## src/include/imr_pkg.sv

```systemverilog
/*
  Shared constants and types for the idle and reset control block.
  Assumes a 100 MHz system clock and a 20-bit instruction address space.
*/
package imr_pkg;
  // Clock period and external reset filter
  localparam int CLK_NS = 10;
  localparam int EXT_LOW_NS = 120; // Three machine cycles, 12/fc at fc = 100 MHz
  localparam int EXT_LOW_CYC = (EXT_LOW_NS + CLK_NS - 1) / CLK_NS;
  // Cycles without any cause before the core leaves reset
  localparam int REL_CYC = 2;
  // Reset vector, three bytes, low byte first
  localparam logic [19:0] VEC_ADDR_LO = 20'hFFFFC;
  localparam logic [1:0] VEC_LAST_IDX = 2'h2;
  // Number of maskable interrupt sources
  localparam int NSRC = 38;
  // System control two: field positions and reset value
  localparam int SC2_XEN_BIT = 7;
  localparam int SC2_SYSCLK_SELECT_BIT = 5;
  localparam int SC2_IDLE_BIT = 4;
  localparam logic SC2_XEN_RST = 1'b1;
  localparam logic SC2_SYSCLK_SELECT_RST = 1'b0;
  // Core state reset values
  localparam logic BANK_SEL_RST = 1'b0;
  localparam logic JUMP_FLAG_RST = 1'b1;
  localparam logic IMF_RST = 1'b0;
  localparam logic WDT_EN_RST = 1'b1;
  // Trapped fetch areas: RAM and SFR, then buffer regions
  localparam logic [19:0] TRAP_LOW_LO = 20'h00000;
  localparam logic [19:0] TRAP_LOW_HI = 20'h00FFF;
  localparam logic [19:0] TRAP_BUF_LO = 20'h01000;
  localparam logic [19:0] TRAP_BUF_HI = 20'h01FFF;
  // Trap prohibit codes
  localparam logic [7:0] TRAP_DIS_CODE = 8'h3C;
  localparam logic [7:0] TRAP_KEY_CODE = 8'hD4;

  // One bit for each reset cause
  typedef struct packed {
    logic ext;
    logic trap;
    logic wdt;
    logic sysclk;
    logic ofd;
  } imr_cause_s;

  // Core sequencing states, Gray along reset, fetch, run, idle
  typedef enum logic [2:0] {
    S_RST = 3'b000,
    S_VEC = 3'b001,
    S_LOAD = 3'b011,
    S_RUN = 3'b010,
    S_IDLE = 3'b110
  } imr_state_e;
endpackage : imr_pkg

```

## src/design/imr_core.sv

```systemverilog
/*
  Idle mode control and reset sequencing of the CPU core.
  Assumes all inputs synchronous to i_clk_sys; vector bytes return one
  cycle after o_vec_rd.
*/
`timescale 1ns/10ps
`default_nettype none
module imr_core (
  input wire logic i_clk_sys, // System clock
  input wire logic i_rst_n, // Power-on reset, active low
  input wire logic i_reset_pin_n, // External reset pin
  input wire logic i_sc2_wr, // Write system_control_two
  input wire logic [7:0] i_wdata, // Software write data
  input wire logic i_trap_en_wr, // Write trap_enable_reg
  input wire logic i_trap_key_wr, // Write trap_key_reg
  input wire logic i_ef_wr, // Write per-source enables
  input wire logic [imr_pkg::NSRC-1:0] i_ef_wdata, // Enable data
  input wire logic i_imf_wr, // Write global enable
  input wire logic i_imf_wdata, // Global enable data
  input wire logic i_psw_wr, // Write bank and jump flag
  input wire logic i_bank_sel_wdata, // Bank selector data
  input wire logic i_jump_flag_wdata, // Jump flag data
  input wire logic i_wdt_dis, // Watchdog disable pulse
  input wire logic i_wdt_overflow, // Watchdog reset request
  input wire logic i_ofd_low, // Frequency below window
  input wire logic i_ofd_high, // Frequency above window
  input wire logic [imr_pkg::NSRC-1:0] i_irq_pending, // interrupt_pending_latch
  input wire logic [19:0] i_pc_plus2, // PC two instructions on
  input wire logic i_fetch_valid, // Instruction fetch strobe
  input wire logic [19:0] i_fetch_addr, // Fetch address
  input wire logic i_swi_exec, // software_trap_instruction runs
  input wire logic [19:0] i_swi_next_pc, // Its incremented PC
  input wire logic [7:0] i_vec_rdata, // Vector byte
  output logic o_core_rst_n, // Core reset, active low
  output imr_pkg::imr_cause_s o_cause, // Causes of last reset
  output logic o_cpu_run, // CPU may execute
  output logic o_wdt_run, // Watchdog may count
  output logic o_periph_run, // Peripherals clocked
  output logic o_idle, // In idle mode
  output logic o_wake_resume, // Wake, resume without vectoring
  output logic o_wake_vector, // Wake into interrupt service
  output logic [19:0] o_resume_pc, // Held PC while idle
  output logic o_vec_rd, // Vector byte read
  output logic [19:0] o_vec_addr, // Vector byte address
  output logic o_start, // Start execution pulse
  output logic [19:0] o_start_pc, // Fetched reset vector
  output logic o_hf_osc_enable, // hf_osc_enable
  output logic o_sysclk_select, // sysclk_select
  output logic [imr_pkg::NSRC-1:0] o_ef, // per_source_interrupt_enable
  output logic o_imf, // global_interrupt_enable
  output logic o_bank_selector, // bank_selector
  output logic o_jump_status_flag, // jump_status_flag
  output logic o_wdt_enable, // Watchdog enabled
  output logic o_trap_permit // Address trap permitted
);
  import imr_pkg::*;

  imr_state_e state_reg;
  imr_cause_s cause;
  logic [3:0] ext_cnt_reg;
  logic ext_rst_reg;
  logic blk_rst_n;
  logic trap_req;
  logic [1:0] vec_idx_reg;
  logic vec_rd_d_reg;
  logic [23:0] vec_buf_reg;
  logic wake_any;

  // Everything but the pin filter, reset merge and o_periph_run follows power-on and core reset
  assign blk_rst_n = i_rst_n && o_core_rst_n;
  assign wake_any = |(i_irq_pending & o_ef);

  // Pin must stay low the full minimum before it counts
  always_ff @(posedge i_clk_sys)
  begin
    if (!i_rst_n || i_reset_pin_n)
    begin
      ext_cnt_reg <= 4'h0;
      ext_rst_reg <= 1'b0;
    end
    else if (ext_cnt_reg != 4'(EXT_LOW_CYC - 1))
      ext_cnt_reg <= ext_cnt_reg + 4'h1;
    else
      ext_rst_reg <= 1'b1;
  end

  // Reset causes
  assign cause.ext = ext_rst_reg;
  assign cause.trap = trap_req;
  assign cause.wdt = i_wdt_overflow && o_wdt_enable;
  assign cause.sysclk = !o_hf_osc_enable || o_sysclk_select;
  assign cause.ofd = i_ofd_low || i_ofd_high;

  imr_rst_merge u_rst_merge (
    .i_clk_sys(i_clk_sys),
    .i_rst_n(i_rst_n),
    .i_cause(cause),
    .o_core_rst_n(o_core_rst_n),
    .o_cause(o_cause)
  );

  imr_trap_ctl u_trap_ctl (
    .i_clk_sys(i_clk_sys),
    .i_rst_n(blk_rst_n),
    .i_trap_en_wr(i_trap_en_wr),
    .i_trap_key_wr(i_trap_key_wr),
    .i_wdata(i_wdata),
    .i_fetch_valid(i_fetch_valid),
    .i_fetch_addr(i_fetch_addr),
    .i_swi_exec(i_swi_exec),
    .i_swi_next_pc(i_swi_next_pc),
    .o_permit(o_trap_permit),
    .o_trap_req(trap_req)
  );

  // Oscillator enable and clock select
  always_ff @(posedge i_clk_sys)
  begin
    if (!blk_rst_n)
    begin
      o_hf_osc_enable <= SC2_XEN_RST;
      o_sysclk_select <= SC2_SYSCLK_SELECT_RST;
    end
    else if (i_sc2_wr)
    begin
      o_hf_osc_enable <= i_wdata[SC2_XEN_BIT];
      o_sysclk_select <= i_wdata[SC2_SYSCLK_SELECT_BIT];
    end
  end

  // Interrupt enables
  always_ff @(posedge i_clk_sys)
  begin
    if (!blk_rst_n)
    begin
      o_ef <= '0;
      o_imf <= IMF_RST;
    end
    else
    begin
      if (i_ef_wr)
        o_ef <= i_ef_wdata;
      if (i_imf_wr)
        o_imf <= i_imf_wdata;
    end
  end

  // Bank selector and jump flag; other core state is left alone
  always_ff @(posedge i_clk_sys)
  begin
    if (!blk_rst_n)
    begin
      o_bank_selector <= BANK_SEL_RST;
      o_jump_status_flag <= JUMP_FLAG_RST;
    end
    else if (i_psw_wr && o_cpu_run)
    begin
      o_bank_selector <= i_bank_sel_wdata;
      o_jump_status_flag <= i_jump_flag_wdata;
    end
  end

  // Watchdog stays enabled through reset
  always_ff @(posedge i_clk_sys)
  begin
    if (!blk_rst_n)
      o_wdt_enable <= WDT_EN_RST;
    else if (i_wdt_dis)
      o_wdt_enable <= 1'b0;
  end

  // Peripherals keep their clock whenever power-on is released
  always_ff @(posedge i_clk_sys)
  begin
    if (!i_rst_n)
      o_periph_run <= 1'b0;
    else
      o_periph_run <= 1'b1;
  end

  // Sequencer: reset, vector fetch, run, idle
  always_ff @(posedge i_clk_sys)
  begin
    if (!blk_rst_n)
    begin
      state_reg <= S_RST;
      o_cpu_run <= 1'b0;
      o_idle <= 1'b0;
      o_vec_rd <= 1'b0;
      o_vec_addr <= VEC_ADDR_LO;
      vec_idx_reg <= 2'h0;
      o_start <= 1'b0;
      o_wake_resume <= 1'b0;
      o_wake_vector <= 1'b0;
    end
    else
    begin
      o_start <= 1'b0;
      o_wake_resume <= 1'b0;
      o_wake_vector <= 1'b0;
      case (state_reg)
        S_RST:
        begin
          state_reg <= S_VEC;
          o_vec_rd <= 1'b1;
          o_vec_addr <= VEC_ADDR_LO;
          vec_idx_reg <= 2'h0;
        end
        S_VEC:
        begin
          if (vec_idx_reg == VEC_LAST_IDX)
          begin
            o_vec_rd <= 1'b0;
            state_reg <= S_LOAD;
          end
          else
          begin
            vec_idx_reg <= vec_idx_reg + 2'h1;
            o_vec_addr <= o_vec_addr + 20'h00001;
          end
        end
        S_LOAD:
        begin
          state_reg <= S_RUN;
          o_start <= 1'b1;
          o_cpu_run <= 1'b1;
        end
        S_RUN:
        begin
          if (i_sc2_wr && i_wdata[SC2_IDLE_BIT])
          begin
            state_reg <= S_IDLE;
            o_idle <= 1'b1;
            o_cpu_run <= 1'b0;
          end
        end
        S_IDLE:
        begin
          if (wake_any)
          begin
            state_reg <= S_RUN;
            o_idle <= 1'b0;
            o_cpu_run <= 1'b1;
            o_wake_resume <= !o_imf;
            o_wake_vector <= o_imf;
          end
        end
        default:
          state_reg <= S_RST;
      endcase
    end
  end

  // Watchdog counts only while the CPU runs
  always_ff @(posedge i_clk_sys)
  begin
    if (!blk_rst_n)
      o_wdt_run <= 1'b0;
    else
      o_wdt_run <= o_wdt_enable && (state_reg == S_LOAD ||
                   (state_reg == S_RUN && !(i_sc2_wr && i_wdata[SC2_IDLE_BIT])) ||
                   (state_reg == S_IDLE && wake_any));
  end

  // PC captured at idle entry; bank selector and jump flag frozen by o_cpu_run low
  always_ff @(posedge i_clk_sys)
  begin
    if (!blk_rst_n)
      o_resume_pc <= 20'h00000;
    else if (state_reg == S_RUN && i_sc2_wr && i_wdata[SC2_IDLE_BIT])
      o_resume_pc <= i_pc_plus2;
  end

  // Vector bytes shift in low byte first
  always_ff @(posedge i_clk_sys)
  begin
    if (!blk_rst_n)
    begin
      vec_rd_d_reg <= 1'b0;
      vec_buf_reg <= 24'h000000;
    end
    else
    begin
      vec_rd_d_reg <= o_vec_rd;
      if (vec_rd_d_reg)
        vec_buf_reg <= {i_vec_rdata, vec_buf_reg[23:8]};
    end
  end
  assign o_start_pc = vec_buf_reg[19:0];

  idle_halt_a: assert property (@(posedge i_clk_sys) disable iff (!i_rst_n)
    (state_reg == S_IDLE) |-> (!o_cpu_run && !o_wdt_run && o_periph_run))
    else $error("idle did not halt cpu and watchdog");
  idle_pc_a: assert property (@(posedge i_clk_sys) disable iff (!i_rst_n)
    (state_reg == S_IDLE && $past(state_reg) == S_IDLE) |-> $stable(o_resume_pc))
    else $error("resume pc moved in idle");
  wake_plain_a: assert property (@(posedge i_clk_sys) disable iff (!i_rst_n)
    (state_reg == S_IDLE && wake_any && !o_imf && o_core_rst_n && cause == '0) |=>
    (o_wake_resume && !o_wake_vector && o_cpu_run)) else $error("plain wake wrong");
  wake_vec_a: assert property (@(posedge i_clk_sys) disable iff (!i_rst_n)
    (state_reg == S_IDLE && wake_any && o_imf && o_core_rst_n && cause == '0) |=>
    (o_wake_vector && !o_wake_resume && o_cpu_run)) else $error("vector wake wrong");
  ext_reset_a: assert property (@(posedge i_clk_sys) disable iff (!i_rst_n)
    ext_rst_reg |=> (!o_core_rst_n ##1 state_reg == S_RST)) else $error("pin reset missed");
  sysclk_guard_a: assert property (@(posedge i_clk_sys) disable iff (!i_rst_n)
    (!o_hf_osc_enable || o_sysclk_select) |=> !o_core_rst_n)
    else $error("clock guard reset missed");
  reset_vals_a: assert property (@(posedge i_clk_sys) disable iff (!i_rst_n)
    !o_core_rst_n |=> (!o_bank_selector && o_jump_status_flag && o_ef == '0 && o_wdt_enable))
    else $error("reset values wrong");
  vec_fetch_a: assert property (@(posedge i_clk_sys) disable iff (!blk_rst_n)
    (state_reg == S_RST) |=> (o_vec_rd && o_vec_addr == VEC_ADDR_LO) ##4 o_start)
    else $error("vector fetch sequence wrong");
endmodule : imr_core
`default_nettype wire

```

## src/design/imr_rst_merge.sv

```systemverilog
/*
  Merges the reset causes into one core reset and records the cause.
  Assumes causes are synchronous to i_clk_sys.
*/
`timescale 1ns/10ps
`default_nettype none
module imr_rst_merge (
  input wire logic i_clk_sys, // System clock
  input wire logic i_rst_n, // Power-on reset, active low
  input wire imr_pkg::imr_cause_s i_cause, // Active causes
  output logic o_core_rst_n, // Core reset, active low
  output imr_pkg::imr_cause_s o_cause // Causes of last reset
);
  import imr_pkg::*;

  logic [1:0] rel_cnt_reg;

  // Hold while any cause stands, release after a quiet spell
  always_ff @(posedge i_clk_sys)
  begin
    if (!i_rst_n)
    begin
      o_core_rst_n <= 1'b0;
      rel_cnt_reg <= 2'h0;
    end
    else if (|i_cause)
    begin
      o_core_rst_n <= 1'b0;
      rel_cnt_reg <= 2'h0;
    end
    else if (!o_core_rst_n)
    begin
      if (rel_cnt_reg == 2'(REL_CYC - 1))
        o_core_rst_n <= 1'b1;
      else
        rel_cnt_reg <= rel_cnt_reg + 2'h1;
    end
  end

  // Cause record; power-on leaves it clear, pin and internal causes set it after
  always_ff @(posedge i_clk_sys)
  begin
    if (!i_rst_n)
      o_cause <= '0;
    else if (|i_cause && o_core_rst_n)
      o_cause <= i_cause;
    else if (|i_cause)
      o_cause <= o_cause | i_cause;
  end

  // Any cause pulls the core into reset at the next edge
  cause_hold_a: assert property (@(posedge i_clk_sys) disable iff (!i_rst_n)
    (|i_cause) |=> !o_core_rst_n) else $error("cause did not reset core");
  // Release needs the cycle before it to be free of causes
  quiet_rel_a: assert property (@(posedge i_clk_sys) disable iff (!i_rst_n)
    $rose(o_core_rst_n) |-> $past(i_cause) == '0) else $error("released with cause");
endmodule : imr_rst_merge
`default_nettype wire

```

## src/design/imr_trap_ctl.sv

```systemverilog
/*
  Address trap: write-only permit and key, fetch area decode.
  Assumes fetch strobes come from the core in the system clock domain.
*/
`timescale 1ns/10ps
`default_nettype none
module imr_trap_ctl (
  input wire logic i_clk_sys, // System clock
  input wire logic i_rst_n, // Any reset, active low
  input wire logic i_trap_en_wr, // Write trap_enable_reg
  input wire logic i_trap_key_wr, // Write trap_key_reg
  input wire logic [7:0] i_wdata, // Write data
  input wire logic i_fetch_valid, // Instruction fetch strobe
  input wire logic [19:0] i_fetch_addr, // Fetch address
  input wire logic i_swi_exec, // software_trap_instruction runs
  input wire logic [19:0] i_swi_next_pc, // Its incremented PC
  output logic o_permit, // Trap permitted
  output logic o_trap_req // Trap reset request
);
  import imr_pkg::*;

  logic [7:0] trap_enable_reg;

  // Address lies in RAM, SFR or a buffer region
  function automatic logic in_trap_area(input logic [19:0] a);
    in_trap_area = (a >= TRAP_LOW_LO && a <= TRAP_LOW_HI) ||
                   (a >= TRAP_BUF_LO && a <= TRAP_BUF_HI);
  endfunction : in_trap_area

  // Write-only pair; key write commits the permit choice
  always_ff @(posedge i_clk_sys)
  begin
    if (!i_rst_n)
    begin
      trap_enable_reg <= 8'h00;
      o_permit <= 1'b1;
    end
    else
    begin
      if (i_trap_en_wr)
        trap_enable_reg <= i_wdata;
      if (i_trap_key_wr && i_wdata == TRAP_KEY_CODE)
        o_permit <= (trap_enable_reg != TRAP_DIS_CODE);
    end
  end

  // Fetch or post-increment PC inside a trapped area
  always_ff @(posedge i_clk_sys)
  begin
    if (!i_rst_n)
      o_trap_req <= 1'b0;
    else
      o_trap_req <= o_permit && ((i_fetch_valid && in_trap_area(i_fetch_addr)) ||
                    (i_swi_exec && in_trap_area(i_swi_next_pc)));
  end

  fetch_trap_a: assert property (@(posedge i_clk_sys) disable iff (!i_rst_n)
    (o_permit && i_fetch_valid && in_trap_area(i_fetch_addr)) |=> o_trap_req)
    else $error("trapped fetch missed");
  swi_trap_a: assert property (@(posedge i_clk_sys) disable iff (!i_rst_n)
    (o_permit && i_swi_exec && in_trap_area(i_swi_next_pc)) |=> o_trap_req)
    else $error("swi into trap area missed");
endmodule : imr_trap_ctl
`default_nettype wire

```

## config.mk

```make
export PLATFORM = sky130hd
export DESIGN_NAME = imr_core
export DESIGN_NICKNAME = d
export VERILOG_FILES = /design/src/include/imr_pkg.sv /design/src/design/imr_core.sv /design/src/design/imr_rst_merge.sv /design/src/design/imr_trap_ctl.sv
export SDC_FILE = /design/constraint.sdc
export NUM_CORES = 1
export LEC_CHECK = 0
export ABC_AREA = 1
export BUFFER_PORTS_ARGS = -buffer_cell sky130_fd_sc_hd__buf_4
export CAP_MARGIN = 0
export CELL_PAD_IN_SITES_DETAIL_PLACEMENT = 1
export CELL_PAD_IN_SITES_GLOBAL_PLACEMENT = 1
export CORE_MARGIN = 2
export CORE_UTILIZATION = 31
export DETAILED_ROUTE_END_ITERATION = 10
export GPL_TIMING_DRIVEN = 0
export PLACE_DENSITY = 0.78
export SETUP_SLACK_MARGIN = 0.15
export SYNTH_ARGS = -nofsm -noshare
export SYNTH_HDL_FRONTEND = slang
export SYNTH_HIERARCHICAL = 1
export SYNTH_SLANG_ARGS = --single-unit
```

## constraint.sdc

```tcl
create_clock -name i_clk_sys -period 1.99 [get_ports i_clk_sys]
set_input_delay 0.398 -clock i_clk_sys [delete_from_list [all_inputs] [get_ports i_clk_sys]]
set_output_delay 0.398 -clock i_clk_sys [all_outputs]
set_load 0.01 [all_outputs]
```

==> results of run 1 <==
routing by layer:
layer,up-vias,part of all wire,GRT usage
met5,-,0,0
met4,0,0.019,0.0610
met3,24,0.069,0.0569
met2,188,0.50,0.352
met1,2838,0.41,0.213
li1,3142,-,-
cells in the mapped netlist, types with 3 or more instances:
library cell and n:
nand2_1 244, dfxtp_1 145, nor2_1 101, a21oi_1 96, inv_1 49, o21ai_0 40
nand3_1 25, buf_4 20, clkbuf_1 17, o21ai_1 9, buf_2 8, nand4_1 6
nor2_2 6, nor2_4 6, inv_2 5, nand2_2 5, ha_1 4, nor3_1 4
buf_1 3, xor2_1 3
kinds of logic (layout without fill, tap and decap cells):
kind of cell | Yosys count | count (layout) | synth area share
AND/OR/NAND/NOR | 407 | 407 | 0.285
AO/OA/AOI/OAI | 150 | 150 | 0.130
flip-flops | 145 | 145 | 0.488
buffers and inverters | 104 | 396 | 0.0817
XOR/XNOR | 5 | 5 | 0.00737
adder cells (fa/ha/maj) | 4 | 4 | 0.00842
final timing paths:
| check | endpoint | cells past startpoint |
|---|---|---|
| max | o_vec_addr[11]$_SDFFE_PN1P_ | 10 |
| min reg2reg | vec_rd_d_reg$_SDFF_PN0_ | 2 |
| max reg2reg | o_vec_addr[11]$_SDFFE_PN1P_ | 10 |
| min | o_periph_run$_DFF_P_ | 1 |
per-stage QoR:
stage / hold slack, ns / power (mW) / utilization / std cells / TNS (ns)
2_1_floorplan: 0.422 / 3.06 / - / 815 / 0
3_5_place_dp: 0.444 / 3.31 / 0.437 / 1310 / -0.680
3_3_place_gp: 0.431 / 3.31 / 0.437 / 1310 / -0.418
6_report: 0.143 / 6.40 / 0.468 / 1341 / 0
4_1_cts: 0.105 / 6.50 / 0.468 / 1341 / 0
5_1_grt: 0.126 / 6.66 / 0.468 / 1341 / 0
cell usage in the layout, fill, tap and decap left out, drive strengths merged:
| master | n |
|---|---|
| buf | 293 |
| nand2 | 251 |
| dfxtp | 145 |
| nor2 | 113 |
| a21oi | 96 |
| inv | 56 |
| o21ai | 50 |
| clkbuf | 36 |
| nand3 | 26 |
| nand4 | 6 |
| clkinv | 5 |
| nor3 | 4 |
| ha | 4 |
| clkinvlp | 4 |
| xor2 | 3 |
| or2 | 2 |
| o211ai | 2 |
| nand3b | 2 |
| xnor2 | 2 |
| bufinv | 2 |
| nor4 | 2 |
| and3 | 1 |
| a21boi | 1 |
| a31oi | 1 |
power breakdown:
group / internal [mW] / leakage, nW / switching (mW)
sequential: 2.91 / 1.17 / 0.00463
combinational: 0.210 / 2.62 / 0.122
clock: 1.88 / 0.271 / 1.28
total: 5.00 / 4.06 / 1.40
worst max-delay path, delay by kind of cell, from the launching register on:
kind,cells,cell delay (ns)
simple gates,4,0.45
fa+ha+maj,1,0.20
compound gates,2,0.27
buf+inv,3,0.28
flops,1,0.35
area by class of cell:
type,instances,area [um^2]
clock inverters,12,135
inverters,55,209
clock buffers,19,443
plain buffers,49,278
multi-input cells,566,2570
repair buffers,261,1960
well taps,234,293
fillers,2362,9980
flip-flops and latches,145,2900
==> summary.txt, run 1 <==
Status: finished, final reports clean
Synth unique cells: 33
Core area: 18,800 um^2
Crit Path Class: flop to flop
Post-DP HPWL: 15,400 um
Vias in the first global route: 6,294
First-pass GRT wire length: 31,000 um
Ys async rst share: 0
Total grt overflow: 0
Final setup viols: 0
Synthesis-to-layout area growth: 47.9%
CP Cell Sequence: inv_1 > ha_1 > inv_1 > o21ai_4 > nor2_4 > nand2_4 > nor2_4 > inv_1 > o21ai_2 > nand3_1
Top cells by area, synth: dfxtp_1, nand2_1, a21oi_1, nor2_1, o21ai_0
Hold buffers post-CTS: 0
Synthesized area: 5950 um^2
Cell Area, Placed: 8200 um^2
Final hold viol count: 0
Finished Cell Area: 8790 um^2
Routed wire per std cell: 14.8 um
WP data arrival: 1.96 ns
Synth area leader: dfxtp_1
Fmax: 0.597 GHz
Syn nets: 989
Final wirelength: 19,900 um
PwrDens: 728 nW/um^2
Via count: 6,192
Tcrit/Tclk final: 0.842
Static Leak: 4.06 nW
Total track usage: 0.192
R2R Setup Slk: 0.31 ns
I/O pin cnt: 289
TritonCTS Sinks: 145
CP max stage cell: dfxtp_1
Cells after Synth: 815
Max Cap Violations: 0
Layout Nets: 1,269
Number of vias per cell: 4.62
Die Height: 142 um
Worst VDD drop: 0.581 mV
DRT antenna net count: 0
Crit path launch type: flop
Worst setup startpoint: vec_idx_reg[0]$_SDFFE_PN0P_
Post-CTS Resized: 2
TritonCTS clock tree: yes
RR Startpoint: vec_idx_reg[0]$_SDFFE_PN0P_
Worst hold path startpoint: i_rst_n
Die width: 142 um
Register area share after synthesis: 0.488
Slew @ Worst Pin: 0.579 ns
Min-delay worst type: input pin to flop
Initial Util: 0.317
Row count: 50
Layout cell share with drive strength beyond 1: 0.319
Clk root buf: clkbuf_16
Shortest period the worst path allows: 1.68 ns
Max reg flops: 38
1st-iter DRT viols: 171
Most used cell, CP: inv_1
Final Max Tran Viols: 0
Largest net degree at the start of global routing: 17
RSZ-0062 raised after global routing: no
Worst slew margin: 0.614
Avg Inst Size Synth: 7.30 um^2
Share of the synthesized area in the top cell type: 0.488
Critical Path Sink Type: flop
Clk slew on worst S/H paths: 0.06 ns
CP required: 2.27 ns
Ys flop type: dfxtp_1
Total die area: 20,300 um^2
Buffers on Ports: 261
GPL Wtd Cong: 0.817
Final WS setup: 0.314 ns
Largest stage delay, worst path: 0.35 ns
#FFs+latches synth: 145
Inserted Clock Buffers: 17
Clock skew: 0.00914 ns
Initial antenna violation count: 0
Longest Clk Path Bufs: 2
Post-synth EDFFs: 0
Post-CTS setup buffer count: 0
Diodes inserted: 0
# DRC: 0
TritonRoute pass-1 iters: 4
Worst-path fanout max: 8
Ys Warns: 6
H-tree level count: 4
Dpl ws: -0.0979 ns
Worst-Skew Late Latency: 0.42 ns
No activity file was read; power rests on OpenSTA's default activity.
==> run 2: changes to the inputs <==
==> constraint.sdc (replaced) <==
create_clock -name i_clk_sys -period 1.7 [get_ports i_clk_sys]
set_input_delay 0.34 -clock i_clk_sys [delete_from_list [all_inputs] [get_ports i_clk_sys]]
set_output_delay 0.34 -clock i_clk_sys [all_outputs]
set_load 0.01 [all_outputs]
==> summary.txt, run 2 (synthesis results as in run 1) <==
Number of vias per cell: 4.61
H-tree level count: 4
1st-iter DRT viols: 181
Final wirelength: 20,100 um
Min-delay worst type: input pin to flop
Total die area: 20,300 um^2
TritonCTS Sinks: 145
Final hold viol count: 0
Hold buffers post-CTS: 0
Via count: 6,219
RR Startpoint: vec_idx_reg[0]$_SDFFE_PN0P_
Worst-Skew Late Latency: 0.42 ns
Layout cell share with drive strength beyond 1: 0.345
Clk slew on worst S/H paths: 0.06 ns
Largest net degree at the start of global routing: 17
Worst hold path startpoint: i_rst_n
Clock skew: 0.0110 ns
Final setup viols: 0
Routed wire per std cell: 14.9 um
Crit Path Class: flop to flop
Crit path launch type: flop
Max Cap Violations: 0
Static Leak: 4.10 nW
Layout fillers: 2,351
Most frequent cells in the layout: buf_4, nand2_1, dfxtp_1
Buffers & Inverters on Critical Path: 3
Max reg flops: 38
Worst slew margin: 0.618
Die Height: 142 um
Critical Path Sink Type: flop
WL met3: 1400 um
Worst-path fanout max: 5
Commonest non-fill, non-tap cell in the layout: buf_4
Total grt overflow: 0
Largest stage delay, worst path: 0.34 ns
RSZ-0062 raised after global routing: yes
Met1 wire length: 8220 um
Fin Setup TNS: 0 ns
Row count: 50
Clk root buf: clkbuf_16
Fmax: 0.673 GHz
Design Power: 7.49 mW
Hold_ws: 0.0840 ns
Vias in the first global route: 6,316
Initial Util: 0.317
Post-DP HPWL: 15,400 um
PwrDens: 840 nW/um^2
Shortest period the worst path allows: 1.49 ns
TritonCTS clock tree: yes
Tcrit/Tclk final: 0.874
Worst VDD drop: 0.684 mV
Slew @ Worst Pin: 0.573 ns
Worst setup startpoint: vec_idx_reg[0]$_SDFFE_PN0P_
Longest Clk Path Bufs: 2
Final Max Tran Viols: 0
Initial antenna violation count: 0
DRT antenna net count: 0
# DRC: 0
Diodes inserted: 0
CP max stage cell: dfxtp_2
DR top layer: met4
Layout Nets: 1,276
Total track usage: 0.193
Synthesis-to-layout area growth: 50.0%
Die width: 142 um
GPL Wtd Cong: 0.817
Buffers on Ports: 261
Worst path top cell family by delay: simple AND/OR/NAND/NOR gates
CP required: 2.06 ns
WP data arrival: 1.85 ns
First-pass GRT wire length: 31,200 um
TritonRoute pass-1 iters: 5
I/O pin cnt: 289
CP Cell Sequence: inv_2 > ha_4 > inv_4 > o21ai_4 > buf_6 > nor2_4 > nand4_1 > nor3_1 > nor2_1 > nand2_1
Core area: 18,800 um^2
Inserted Clock Buffers: 17
Status: finished, final reports clean
Wire length on met2: 10,000 um
## run 2: cell count changes in the layout (fill, tap and decap cells not counted), moves of 3 or more
| cell | previous run | this run |
|---|---|---|
| nor2_1 | 101 | 98 |
| dfxtp_1 | 145 | 136 |
| nand3_2 | 1 | 4 |
| buf_4 | 281 | 288 |
| inv_1 | 48 | 45 |
| nand3_1 | 25 | 22 |
| dfxtp_2 | 0 | 8 |
## run 2: final cells by class
cell class / instances / area, um^2 / area share
Buffer: 49 / 287 / 0.0321
Clock buffer: 19 / 443 / 0.0497
Clock inverter: 12 / 135 / 0.0151
Inverter: 55 / 211 / 0.0237
Multi-Input combinational cell: 566 / 2620 / 0.294
Sequential cell: 145 / 2920 / 0.327
Tap cell: 234 / 293 / 0.0328
Timing Repair Buffer: 268 / 2020 / 0.226
## run 2: stage by stage
stage               area, um^2  setup WS (ns)   util  cells
CTS                       8840          0.158  0.471   1346
finish                    8920          0.214  0.475   1348
floorplan                 5950          0.253      -    815
global placement          8200         -0.296  0.437   1310
detailed placement        8200         -0.336  0.437   1310
global route              8920         0.0638  0.475   1348
## run 2: where the power goes
part / leakage (nW) / switching, mW / internal (mW)
combinational: 2.66 / 0.144 / 0.246
clock: 0.271 / 1.50 / 2.20
sequential: 1.17 / 0.00543 / 3.40
## run 2: path summary, 6_finish.rpt
kind	endpoint	slack (ns)	depth (start not counted)
setup reg to reg	o_vec_addr[12]$_SDFFE_PN1P_	0.21	10
hold reg to reg	vec_rd_d_reg$_SDFF_PN0_	0.45	2
setup / recovery	o_vec_addr[12]$_SDFFE_PN1P_	0.21	10
hold / removal	o_periph_run$_DFF_P_	0.08	1
## run 2: layer usage
| layer | global-route usage | vias up |
|---|---|---|
| met1 | 0.214 | 2850 |
| met3 | 0.0569 | 25 |
| met4 | 0.0589 | 0 |
| met5 | 0 | - |
| li1 | - | 3155 |
| met2 | 0.355 | 189 |
## run 2: repair_timing
| item | in CTS | in global routing |
|---|---|---|
| buffers inserted | 5 | 2 |
| gates cloned | 0 | 0 |
| gates resized for setup | 15 | 25 |
| pin swaps | 5 | 8 |
| endpoints found under the setup margin | 53 | 45 |
